**src/apsh_defines.svh**
```systemverilog
`ifndef APSH_DEFINES_SVH
`define APSH_DEFINES_SVH
// register byte offsets
`define APSH_BUS_CTRL_OFS   8'h00
`define APSH_PA_PUR_OFS     8'h04
`define APSH_PE_PUR_OFS     8'h08
`define APSH_PB_FSEL_OFS    8'h0c
`define APSH_PA_DIR_OFS     8'h10
`define APSH_PA_DOUT_OFS    8'h14
`define APSH_PE_DIR_OFS     8'h18
`define APSH_PE_DOUT_OFS    8'h1c
`define APSH_PB_DIR_OFS     8'h20
`define APSH_PB_DOUT_OFS    8'h24
`define APSH_PIN_IN_OFS     8'h28
`define APSH_PB_PUR_OFS     8'h2c
`define APSH_PA_FSEL_OFS    8'h30
`define APSH_PE_FSEL_OFS    8'h34
// field positions
`define APSH_DRV_BIT        0
// reset values
`define APSH_BUS_CTRL_RST   1'h0
`define APSH_PA_PUR_RST     8'hff
`define APSH_PE_PUR_RST     2'h3
`define APSH_PB_PUR_RST     4'hf
// function selects: 1 = port, reset leaves ports A and E in the address function
`define APSH_PA_FSEL_RST    8'h00
`define APSH_PE_FSEL_RST    2'h0
`define APSH_PB_FSEL_MASK   4'hf
`endif

```
**src/apsh_pkg.sv**
```systemverilog
package apsh_pkg;
  // one pin group bundle: 14 shared pins, index 0..13 = A6..A19
  typedef struct packed {
    logic [13:0] val;
  } apsh_pins_t;
  // wishbone request bundle
  typedef struct packed {
    logic        cyc;
    logic        stb;
    logic        we;
    logic [3:0]  sel;
    logic [7:0]  adr;
    logic [31:0] dat;
  } apsh_wb_req_t;
endpackage

```
**src/apsh_top.sv**
```systemverilog
`timescale 1ns/1ps
`default_nettype none
`include "apsh_defines.svh"
module apsh_top (
  input  wire logic                  clk_i,       // 20 MHz system clock
  input  wire logic                  rst_i,       // sync reset, active high
  input  wire apsh_pkg::apsh_wb_req_t wb_req_i,   // wishbone request
  output logic [31:0]                wb_dat_o,    // wishbone read data
  output logic                       wb_ack_o,    // wishbone acknowledge
  input  wire logic [19:6]           emi_addr_i,  // memory interface address
  input  wire logic                  emi_active_i,// external bus cycle in progress
  input  wire logic                  boot_ext_i,  // external_boot_strap
  input  wire logic                  memory_interface_mode_strap_i,  // memory_interface_mode_strap
  input  wire logic                  flash_sec_i, // flash security setting
  input  wire apsh_pkg::apsh_pins_t  pin_i,      // pad input levels
  output apsh_pkg::apsh_pins_t       pin_o,       // pad output levels
  output apsh_pkg::apsh_pins_t       pin_oe_o,    // pad output enables
  output apsh_pkg::apsh_pins_t       pin_pu_o     // pad pull-up enables
);
  import apsh_pkg::*;

  ////////////////////////////////////////////////////////////////////
  // control registers
  logic        drive_hold;      // drive_hold_bit of bus_control_register
  logic [7:0]  pa_pullup;       // port_a_pullup_register, A8..A15
  logic [1:0]  pe_pullup;       // port_e_pullup_register bits 3:2 -> A6,A7
  logic [3:0]  pb_pullup;       // port b pull-ups, A16..A19
  logic [3:0]  pb_fsel;         // port_b_function_select, 1 = port
  logic [7:0]  pa_fsel;         // port a function select, 1 = port
  logic [1:0]  pe_fsel;         // port e function select, 1 = port
  logic [7:0]  pa_dir, pa_dout; // port a direction / data
  logic [1:0]  pe_dir, pe_dout; // port e pins 2,3
  logic [3:0]  pb_dir, pb_dout; // port b pins 0..3
  logic        strap_done;      // straps sampled after reset
  logic        wr_hit;          // write strobe this cycle
  logic [13:0] addr_mode;       // 1 = pin in address function
  logic [13:0] port_dir;        // flat direction, A6..A19
  logic [13:0] port_dout;       // flat output data
  logic [13:0] port_pu;         // flat pull-up enables
  logic [19:6] addr_mux;        // flat address, index aligned

  assign wr_hit = wb_req_i.cyc & wb_req_i.stb & wb_req_i.we & ~wb_ack_o & wb_req_i.sel[0];

  ////////////////////////////////////////////////////////////////////
  // bus control and pull-up registers
  always_ff @(posedge clk_i) begin
    if (rst_i) begin
      drive_hold <= `APSH_BUS_CTRL_RST;
      pa_pullup  <= `APSH_PA_PUR_RST;
      pe_pullup  <= `APSH_PE_PUR_RST;
      pb_pullup  <= `APSH_PB_PUR_RST;
    end else if (wr_hit) begin
      unique case (wb_req_i.adr)
        `APSH_BUS_CTRL_OFS: drive_hold <= wb_req_i.dat[`APSH_DRV_BIT];
        `APSH_PA_PUR_OFS:   pa_pullup  <= wb_req_i.dat[7:0];
        `APSH_PE_PUR_OFS:   pe_pullup  <= wb_req_i.dat[3:2];
        `APSH_PB_PUR_OFS:   pb_pullup  <= wb_req_i.dat[3:0];
        default:            pb_pullup  <= pb_pullup;
      endcase
    end
  end

  ////////////////////////////////////////////////////////////////////
  // port b function select: strap choice then software override
  always_ff @(posedge clk_i) begin
    if (rst_i) begin
      pb_fsel    <= `APSH_PB_FSEL_MASK;  // port until straps caught
      strap_done <= 1'b0;
    end else if (!strap_done) begin
      strap_done <= 1'b1;
      // address only when booting externally in wide mode, unsecured
      pb_fsel    <= (boot_ext_i & memory_interface_mode_strap_i & ~flash_sec_i) ? 4'h0 : `APSH_PB_FSEL_MASK;
    end else if (wr_hit && wb_req_i.adr == `APSH_PB_FSEL_OFS) begin
      pb_fsel    <= wb_req_i.dat[3:0];
    end
  end

  ////////////////////////////////////////////////////////////////////
  // port a and e function select, address after reset
  always_ff @(posedge clk_i) begin
    if (rst_i) begin
      pa_fsel <= `APSH_PA_FSEL_RST;
      pe_fsel <= `APSH_PE_FSEL_RST;
    end else if (wr_hit && wb_req_i.adr == `APSH_PA_FSEL_OFS) begin
      pa_fsel <= wb_req_i.dat[7:0];  // per pin, not per port
    end else if (wr_hit && wb_req_i.adr == `APSH_PE_FSEL_OFS) begin
      pe_fsel <= wb_req_i.dat[3:2];  // port e pins 2,3
    end
  end

  ////////////////////////////////////////////////////////////////////
  // port direction and data registers
  always_ff @(posedge clk_i) begin
    if (rst_i) begin
      pa_dir <= 8'h00; pa_dout <= 8'h00;
      pe_dir <= 2'h0;  pe_dout <= 2'h0;
      pb_dir <= 4'h0;  pb_dout <= 4'h0;
    end else if (wr_hit) begin
      unique case (wb_req_i.adr)
        `APSH_PA_DIR_OFS:  pa_dir  <= wb_req_i.dat[7:0];
        `APSH_PA_DOUT_OFS: pa_dout <= wb_req_i.dat[7:0];
        `APSH_PE_DIR_OFS:  pe_dir  <= wb_req_i.dat[3:2];
        `APSH_PE_DOUT_OFS: pe_dout <= wb_req_i.dat[3:2];
        `APSH_PB_DIR_OFS:  pb_dir  <= wb_req_i.dat[3:0];
        `APSH_PB_DOUT_OFS: pb_dout <= wb_req_i.dat[3:0];
        default:           pa_dir  <= pa_dir;
      endcase
    end
  end

  ////////////////////////////////////////////////////////////////////
  // flatten per-pin controls, index 0 = A6
  assign addr_mode = ~{pb_fsel, pa_fsel, pe_fsel};
  assign port_dir  = {pb_dir, pa_dir, pe_dir};
  assign port_dout = {pb_dout, pa_dout, pe_dout};
  assign port_pu   = {pb_pullup, pa_pullup, pe_pullup};
  assign addr_mux  = emi_addr_i;

  ////////////////////////////////////////////////////////////////////
  // per-pin output mux, registered
  genvar g;
  generate
    for (g = 0; g < 14; g++) begin : g_pin
      always_ff @(posedge clk_i) begin
        if (rst_i) begin
          pin_o.val[g]    <= 1'b0;
          pin_oe_o.val[g] <= 1'b0;  // tri-stated during reset
          pin_pu_o.val[g] <= 1'b1;
        end else if (addr_mode[g]) begin
          pin_o.val[g]    <= addr_mux[g+6];
          pin_oe_o.val[g] <= emi_active_i | drive_hold;
          pin_pu_o.val[g] <= port_pu[g];
        end else begin
          pin_o.val[g]    <= port_dout[g];
          pin_oe_o.val[g] <= port_dir[g];
          pin_pu_o.val[g] <= port_pu[g];
        end
      end
    end
  endgenerate

  ////////////////////////////////////////////////////////////////////
  // wishbone read data and ack, one wait state
  always_ff @(posedge clk_i) begin
    if (rst_i) begin
      wb_ack_o <= 1'b0;
      wb_dat_o <= 32'h0;
    end else begin
      wb_ack_o <= wb_req_i.cyc & wb_req_i.stb & ~wb_ack_o;
      unique case (wb_req_i.adr)
        `APSH_BUS_CTRL_OFS: wb_dat_o <= {31'h0, drive_hold};
        `APSH_PA_PUR_OFS:   wb_dat_o <= {24'h0, pa_pullup};
        `APSH_PE_PUR_OFS:   wb_dat_o <= {28'h0, pe_pullup, 2'h0};
        `APSH_PB_FSEL_OFS:  wb_dat_o <= {28'h0, pb_fsel};
        `APSH_PA_DIR_OFS:   wb_dat_o <= {24'h0, pa_dir};
        `APSH_PA_DOUT_OFS:  wb_dat_o <= {24'h0, pa_dout};
        `APSH_PE_DIR_OFS:   wb_dat_o <= {28'h0, pe_dir, 2'h0};
        `APSH_PE_DOUT_OFS:  wb_dat_o <= {28'h0, pe_dout, 2'h0};
        `APSH_PB_DIR_OFS:   wb_dat_o <= {28'h0, pb_dir};
        `APSH_PB_DOUT_OFS:  wb_dat_o <= {28'h0, pb_dout};
        `APSH_PIN_IN_OFS:   wb_dat_o <= {18'h0, pin_i.val};
        `APSH_PB_PUR_OFS:   wb_dat_o <= {28'h0, pb_pullup};
        `APSH_PA_FSEL_OFS:  wb_dat_o <= {24'h0, pa_fsel};
        `APSH_PE_FSEL_OFS:  wb_dat_o <= {28'h0, pe_fsel, 2'h0};
        default:            wb_dat_o <= 32'h0;  // unmapped reads zero
      endcase
    end
  end

  ////////////////////////////////////////////////////////////////////
  // checks
  hold_drive_a: assert property (@(posedge clk_i) disable iff (rst_i)
    (drive_hold && addr_mode[0]) |=> pin_oe_o.val[0])
    else $error("address pin not held driven");
  idle_tri_a: assert property (@(posedge clk_i) disable iff (rst_i)
    (!drive_hold && !emi_active_i && addr_mode[2]) |=> !pin_oe_o.val[2])
    else $error("idle address pin not tri-stated");
  addr_copy_a: assert property (@(posedge clk_i) disable iff (rst_i)
    addr_mode[5] |=> pin_o.val[5] == $past(emi_addr_i[11]))
    else $error("address bit not on pin");
  port_dir_a: assert property (@(posedge clk_i) disable iff (rst_i)
    !addr_mode[13] |=> pin_oe_o.val[13] == $past(pb_dir[3]))
    else $error("port direction not followed");
  port_data_a: assert property (@(posedge clk_i) disable iff (rst_i)
    !addr_mode[10] |=> pin_o.val[10] == $past(pb_dout[0]))
    else $error("port data not followed");
  low_addr_a: assert property (@(posedge clk_i)
    rst_i |=> addr_mode[9:0] == 10'h3ff)
    else $error("low pins not address after reset");
  pullup_map_a: assert property (@(posedge clk_i) disable iff (rst_i)
    ##1 pin_pu_o.val[4] == $past(pa_pullup[2]))
    else $error("pull-up bit misplaced");
  fsel_wr_a: assert property (@(posedge clk_i) disable iff (rst_i)
    (strap_done && wr_hit && wb_req_i.adr == `APSH_PB_FSEL_OFS)
      |=> pb_fsel == $past(wb_req_i.dat[3:0]))
    else $error("function select write lost");
  strap_a: assert property (@(posedge clk_i) disable iff (rst_i)
    (!strap_done) |=> pb_fsel == (($past(boot_ext_i & memory_interface_mode_strap_i & ~flash_sec_i)) ? 4'h0 : 4'hf))
    else $error("strap choice wrong");
  pu_reset_a: assert property (@(posedge clk_i)
    rst_i |=> (pin_pu_o.val == 14'h3fff))
    else $error("pull-ups not on after reset");
  pa_gpio_a: assert property (@(posedge clk_i) disable iff (rst_i)
    !addr_mode[2] |=> pin_oe_o.val[2] == $past(pa_dir[0]))
    else $error("port a direction not followed");
  pa_data_a: assert property (@(posedge clk_i) disable iff (rst_i)
    !addr_mode[2] |=> pin_o.val[2] == $past(pa_dout[0]))
    else $error("port a data not followed");
  pe_pull_a: assert property (@(posedge clk_i) disable iff (rst_i)
    ##1 pin_pu_o.val[1:0] == $past(pe_pullup))
    else $error("port e pull-ups misplaced");
  pb_pull_a: assert property (@(posedge clk_i) disable iff (rst_i)
    ##1 pin_pu_o.val[13:10] == $past(pb_pullup))
    else $error("port b pull-ups misplaced");
endmodule // apsh_top
`default_nettype wire

```
**config.mk**
```make
export PLATFORM = sky130hd
export DESIGN_NAME = apsh_top
export DESIGN_NICKNAME = d
export VERILOG_FILES = /design/src/apsh_pkg.sv /design/src/apsh_top.sv
export VERILOG_INCLUDE_DIRS = /design/src
export SDC_FILE = /design/constraint.sdc
export NUM_CORES = 1
export LEC_CHECK = 0
export BUFFER_PORTS_ARGS = -buffer_cell sky130_fd_sc_hd__buf_2
export CAP_MARGIN = 15
export CORE_UTILIZATION = 45
export DETAILED_ROUTE_END_ITERATION = 7
export GPL_ROUTABILITY_DRIVEN = 0
export PLACE_DENSITY_LB_ADDON = 0.3
export SKIP_CTS_REPAIR_TIMING = 1
export SYNTH_ARGS = -nofsm -noshare
export SYNTH_HDL_FRONTEND = slang
export SYNTH_SLANG_ARGS = --single-unit
```
**constraint.sdc**
```tcl
create_clock -name clk_i -period 2.3 [get_ports clk_i]
set_input_delay 0.46 -clock clk_i [delete_from_list [all_inputs] [get_ports clk_i]]
set_output_delay 0.46 -clock clk_i [all_outputs]
set_load 0.05 [all_outputs]
```
==> results.cfg <==
[sta]
timing.final.crit_share_pct = 75.2
grt_setup_unrepaired = no
clock.fmax_mhz = 578
max-slew-margin-rel_pct = 66.0
skew_ps = 7.51
drv_slew = 0
finalHoldViolCount = 0
period_needed_ps = 1730
setup_ws_ps = 570
setup_violations = 0
worstMarginPinSlew_ps = 503
fin_tns_setup_ps = 0

[route]
totalWireLength_microns = 11900
final_antenna_net_count = 0
vias_per_cell = 5.24
wl_per_cell_microns = 15.4
first_pass_iters = 6
drc = 0
drt_iter0_drc = 275
vias = 4060

[finish]
final_nets = 707
finish.utilization_pct = 59.7
drive_gt1_share_pct = 30.5
num_antenna_cells = 0
fill_cells = 898
syn_to_final_growth_pct = 28.1

[synth]
synth_top_area_share_pct = 47.6
synth_seq_cells = 115
ys_types = 42
synth-warning-count = 0
yosysTopAreaCell = dfxtp_1
synth_area_sq_um = 4830
synth_area_leaders = dfxtp_1, mux2i_1, nor2_1, buf_4, nand2_1
syn_inst = 504
ys_seq_area_share_pct = 47.6
syn_avg_cell_area_sq_um = 9.59

[worst_setup_path]
path_buf_inv = 2
crit_type = input pin to register
slowest_delay_ps = 800
critical_path_required_ps = 2690
arrival_ps = 2120
r2r_slack_ps = 660
critPathTopFamily = simple AND/OR/NAND/NOR gates
crit_fanout = 4
endpoint_kind = register
crit_chain = buf_2 -> or4b_2 -> nor4_4 -> buf_4 -> mux2i_1 -> nor2_1
slowest_stage = or4b_2
cp-start-kind = input pin

[worst_hold_path]
hold_class = input pin to register

[clock_tree]
cts_sinks = 115
tritoncts = done
clock_latency_ps = 520
cts.htree.levels = 4
root_buffer = clkbuf_8
clk_pin_slew_ps = 60
cts_buffers = 17
cts_max_path_buffers = 2

[global_routing]
grt_overflow_total = 0
grt_pass1_wl_microns = 18800
track_usage_pct = 21.8
antenna_found_initial = 0
grt_max_degree = 77
first_global_vias = 3724

[die]
rows = 37
die_w_microns = 106
coreArea_sq_um = 10400
die_h_microns = 106
start_util_pct = 46.6
dieArea_sq_um = 11200
pin_count = 156

[place]
io_buffers = 110
dp_hpwl_microns = 8250
pre_cts_slack_ps = 73.0

[flow_run]
maxCapViolCount = 0

[power]
ir_drop_uv = 409
power_density_nw_per_um2 = 825
p_leak_nw = 2.58

[status]
outcome = completed
==> synth_stat cells <==
library cell / instances
nor2_1: 96
o211ai_1: 12
buf_1: 5
o2bb2ai_1: 1
mux2_2: 4
nor4b_1: 1
o32ai_1: 8
nand4_1: 2
o21ai_0: 3
clkbuf_1: 21
a31oi_1: 4
a22o_1: 1
o22ai_1: 2
mux4_2: 1
a32oi_1: 2
or4_1: 2
conb_1: 1
buf_6: 2
or4b_2: 2
or4b_4: 1
inv_1: 11
and2_1: 6
or2_2: 10
mux2i_1: 74
buf_2: 3
nand3b_1: 2
nor4_2: 3
nand4bb_1: 3
o32a_1: 1
nand2_1: 38
a21oi_1: 17
nor4_1: 6
and4_1: 1
nor3_1: 1
nor4_4: 6
buf_4: 19
a222oi_1: 4
nor2b_1: 2
nand3_1: 8
nand2b_1: 1
dfxtp_1: 115
or4b_1: 2
==> layout by cell type (no fill, tap or decap), types with 3 or more instances in the layout <==
cell / netlist / final
clkinvlp_4: 0 / 3
a31oi_1: 4 / 4
buf_2: 3 / 110
buf_12: 0 / 4
mux2i_1: 74 / 74
nand3_1: 8 / 8
buf_4: 19 / 22
dfxtp_1: 115 / 115
o32ai_1: 8 / 8
bufinv_16: 0 / 3
a21oi_1: 17 / 17
clkbuf_16: 0 / 16
nor2_1: 96 / 96
o211ai_1: 12 / 12
nand4bb_1: 3 / 3
mux2_2: 4 / 4
conb_1: 1 / 18
a222oi_1: 4 / 4
nor4_1: 6 / 6
inv_1: 11 / 11
and2_1: 6 / 6
clkinv_4: 0 / 4
nor4_2: 3 / 3
o21ai_0: 3 / 3
nand2_1: 38 / 38
inv_6: 0 / 3
nor4_4: 6 / 6
or2_2: 10 / 10
==> metrics by stage <==
step                      hold WS (ps)  power [W]  cells  area, sq um
after detailed placement           426    0.00249    743         5590
after floorplan                    403    0.00239    521         4900
after global routing               134    0.00528    775         6190
after CTS                          126    0.00515    775         6190
after global placement             420    0.00249    743         5590
final                              148    0.00511    775         6190
==> kinds of logic (layout without fill, tap and decap cells) <==
kind of cell / count (synthesis) / in the layout / synth area share [%]
AOI/OAI and AO/OA: 55 / 55 / 7.92
buffers and inverters: 61 / 179 / 6.60
DFF: 115 / 115 / 47.6
muxes: 79 / 79 / 16.7
other: 1 / 18 / 0.0776
and+or+nand+nor: 193 / 193 / 21.0
==> flip-flops by register name, indices dropped and copies added, names as in the netlist, 2 cells and up <==
name       count
pin_oe_o      14
pin_pu_o      14
pa_pullup      8
pb_dir         4
pe_pullup      2
pe_fsel        2
pa_fsel        8
pa_dout        8
pb_fsel        4
wb_dat_o      14
pb_dout        4
pe_dir         2
pe_dout        2
pin_o         14
pa_dir         8
pb_pullup      4
==> where the power goes <==
part / internal [W] / switching, W
combinational: 0.000113 / 0.000310
clock: 0.00169 / 0.000962
sequential: 0.00202 / 0.0000142
==> final timing paths <==
kind	cells past startpoint	from	endpoint
worst max-delay path	6	wb_req_i[36]	pb_dout[1]$_SDFFE_PP0P_
worst min-delay path	2	pin_i[10]	wb_dat_o[10]$_SDFF_PP0_
worst max register to register	6	wb_ack_o$_SDFF_PP0_	pa_pullup[4]$_SDFFE_PP1P_
worst min register to register	2	pa_pullup[5]$_SDFFE_PP1P_	pin_pu_o[7]$_SDFF_PP1_
==> per-layer routing <==
metal / track usage, % / routed length, microns
met1: 28.4 / 5480
met2: 34.3 / 5520
met3: 5.69 / 707
met4: 8.23 / 206
met5: 0 / 0
==> final cells by class <==
type                       count  area [sq um]  area share [%]
clock buffer                  18           428            6.91
clock inverter                14           179            2.89
inverter                      11          41.3           0.667
multi-input combinational    345          2280            36.8
sequential                   115          2300            37.2
tap                          136           170            2.75
timing repair buffer         136           796            12.9
No activity file was read; power rests on OpenSTA's default activity.
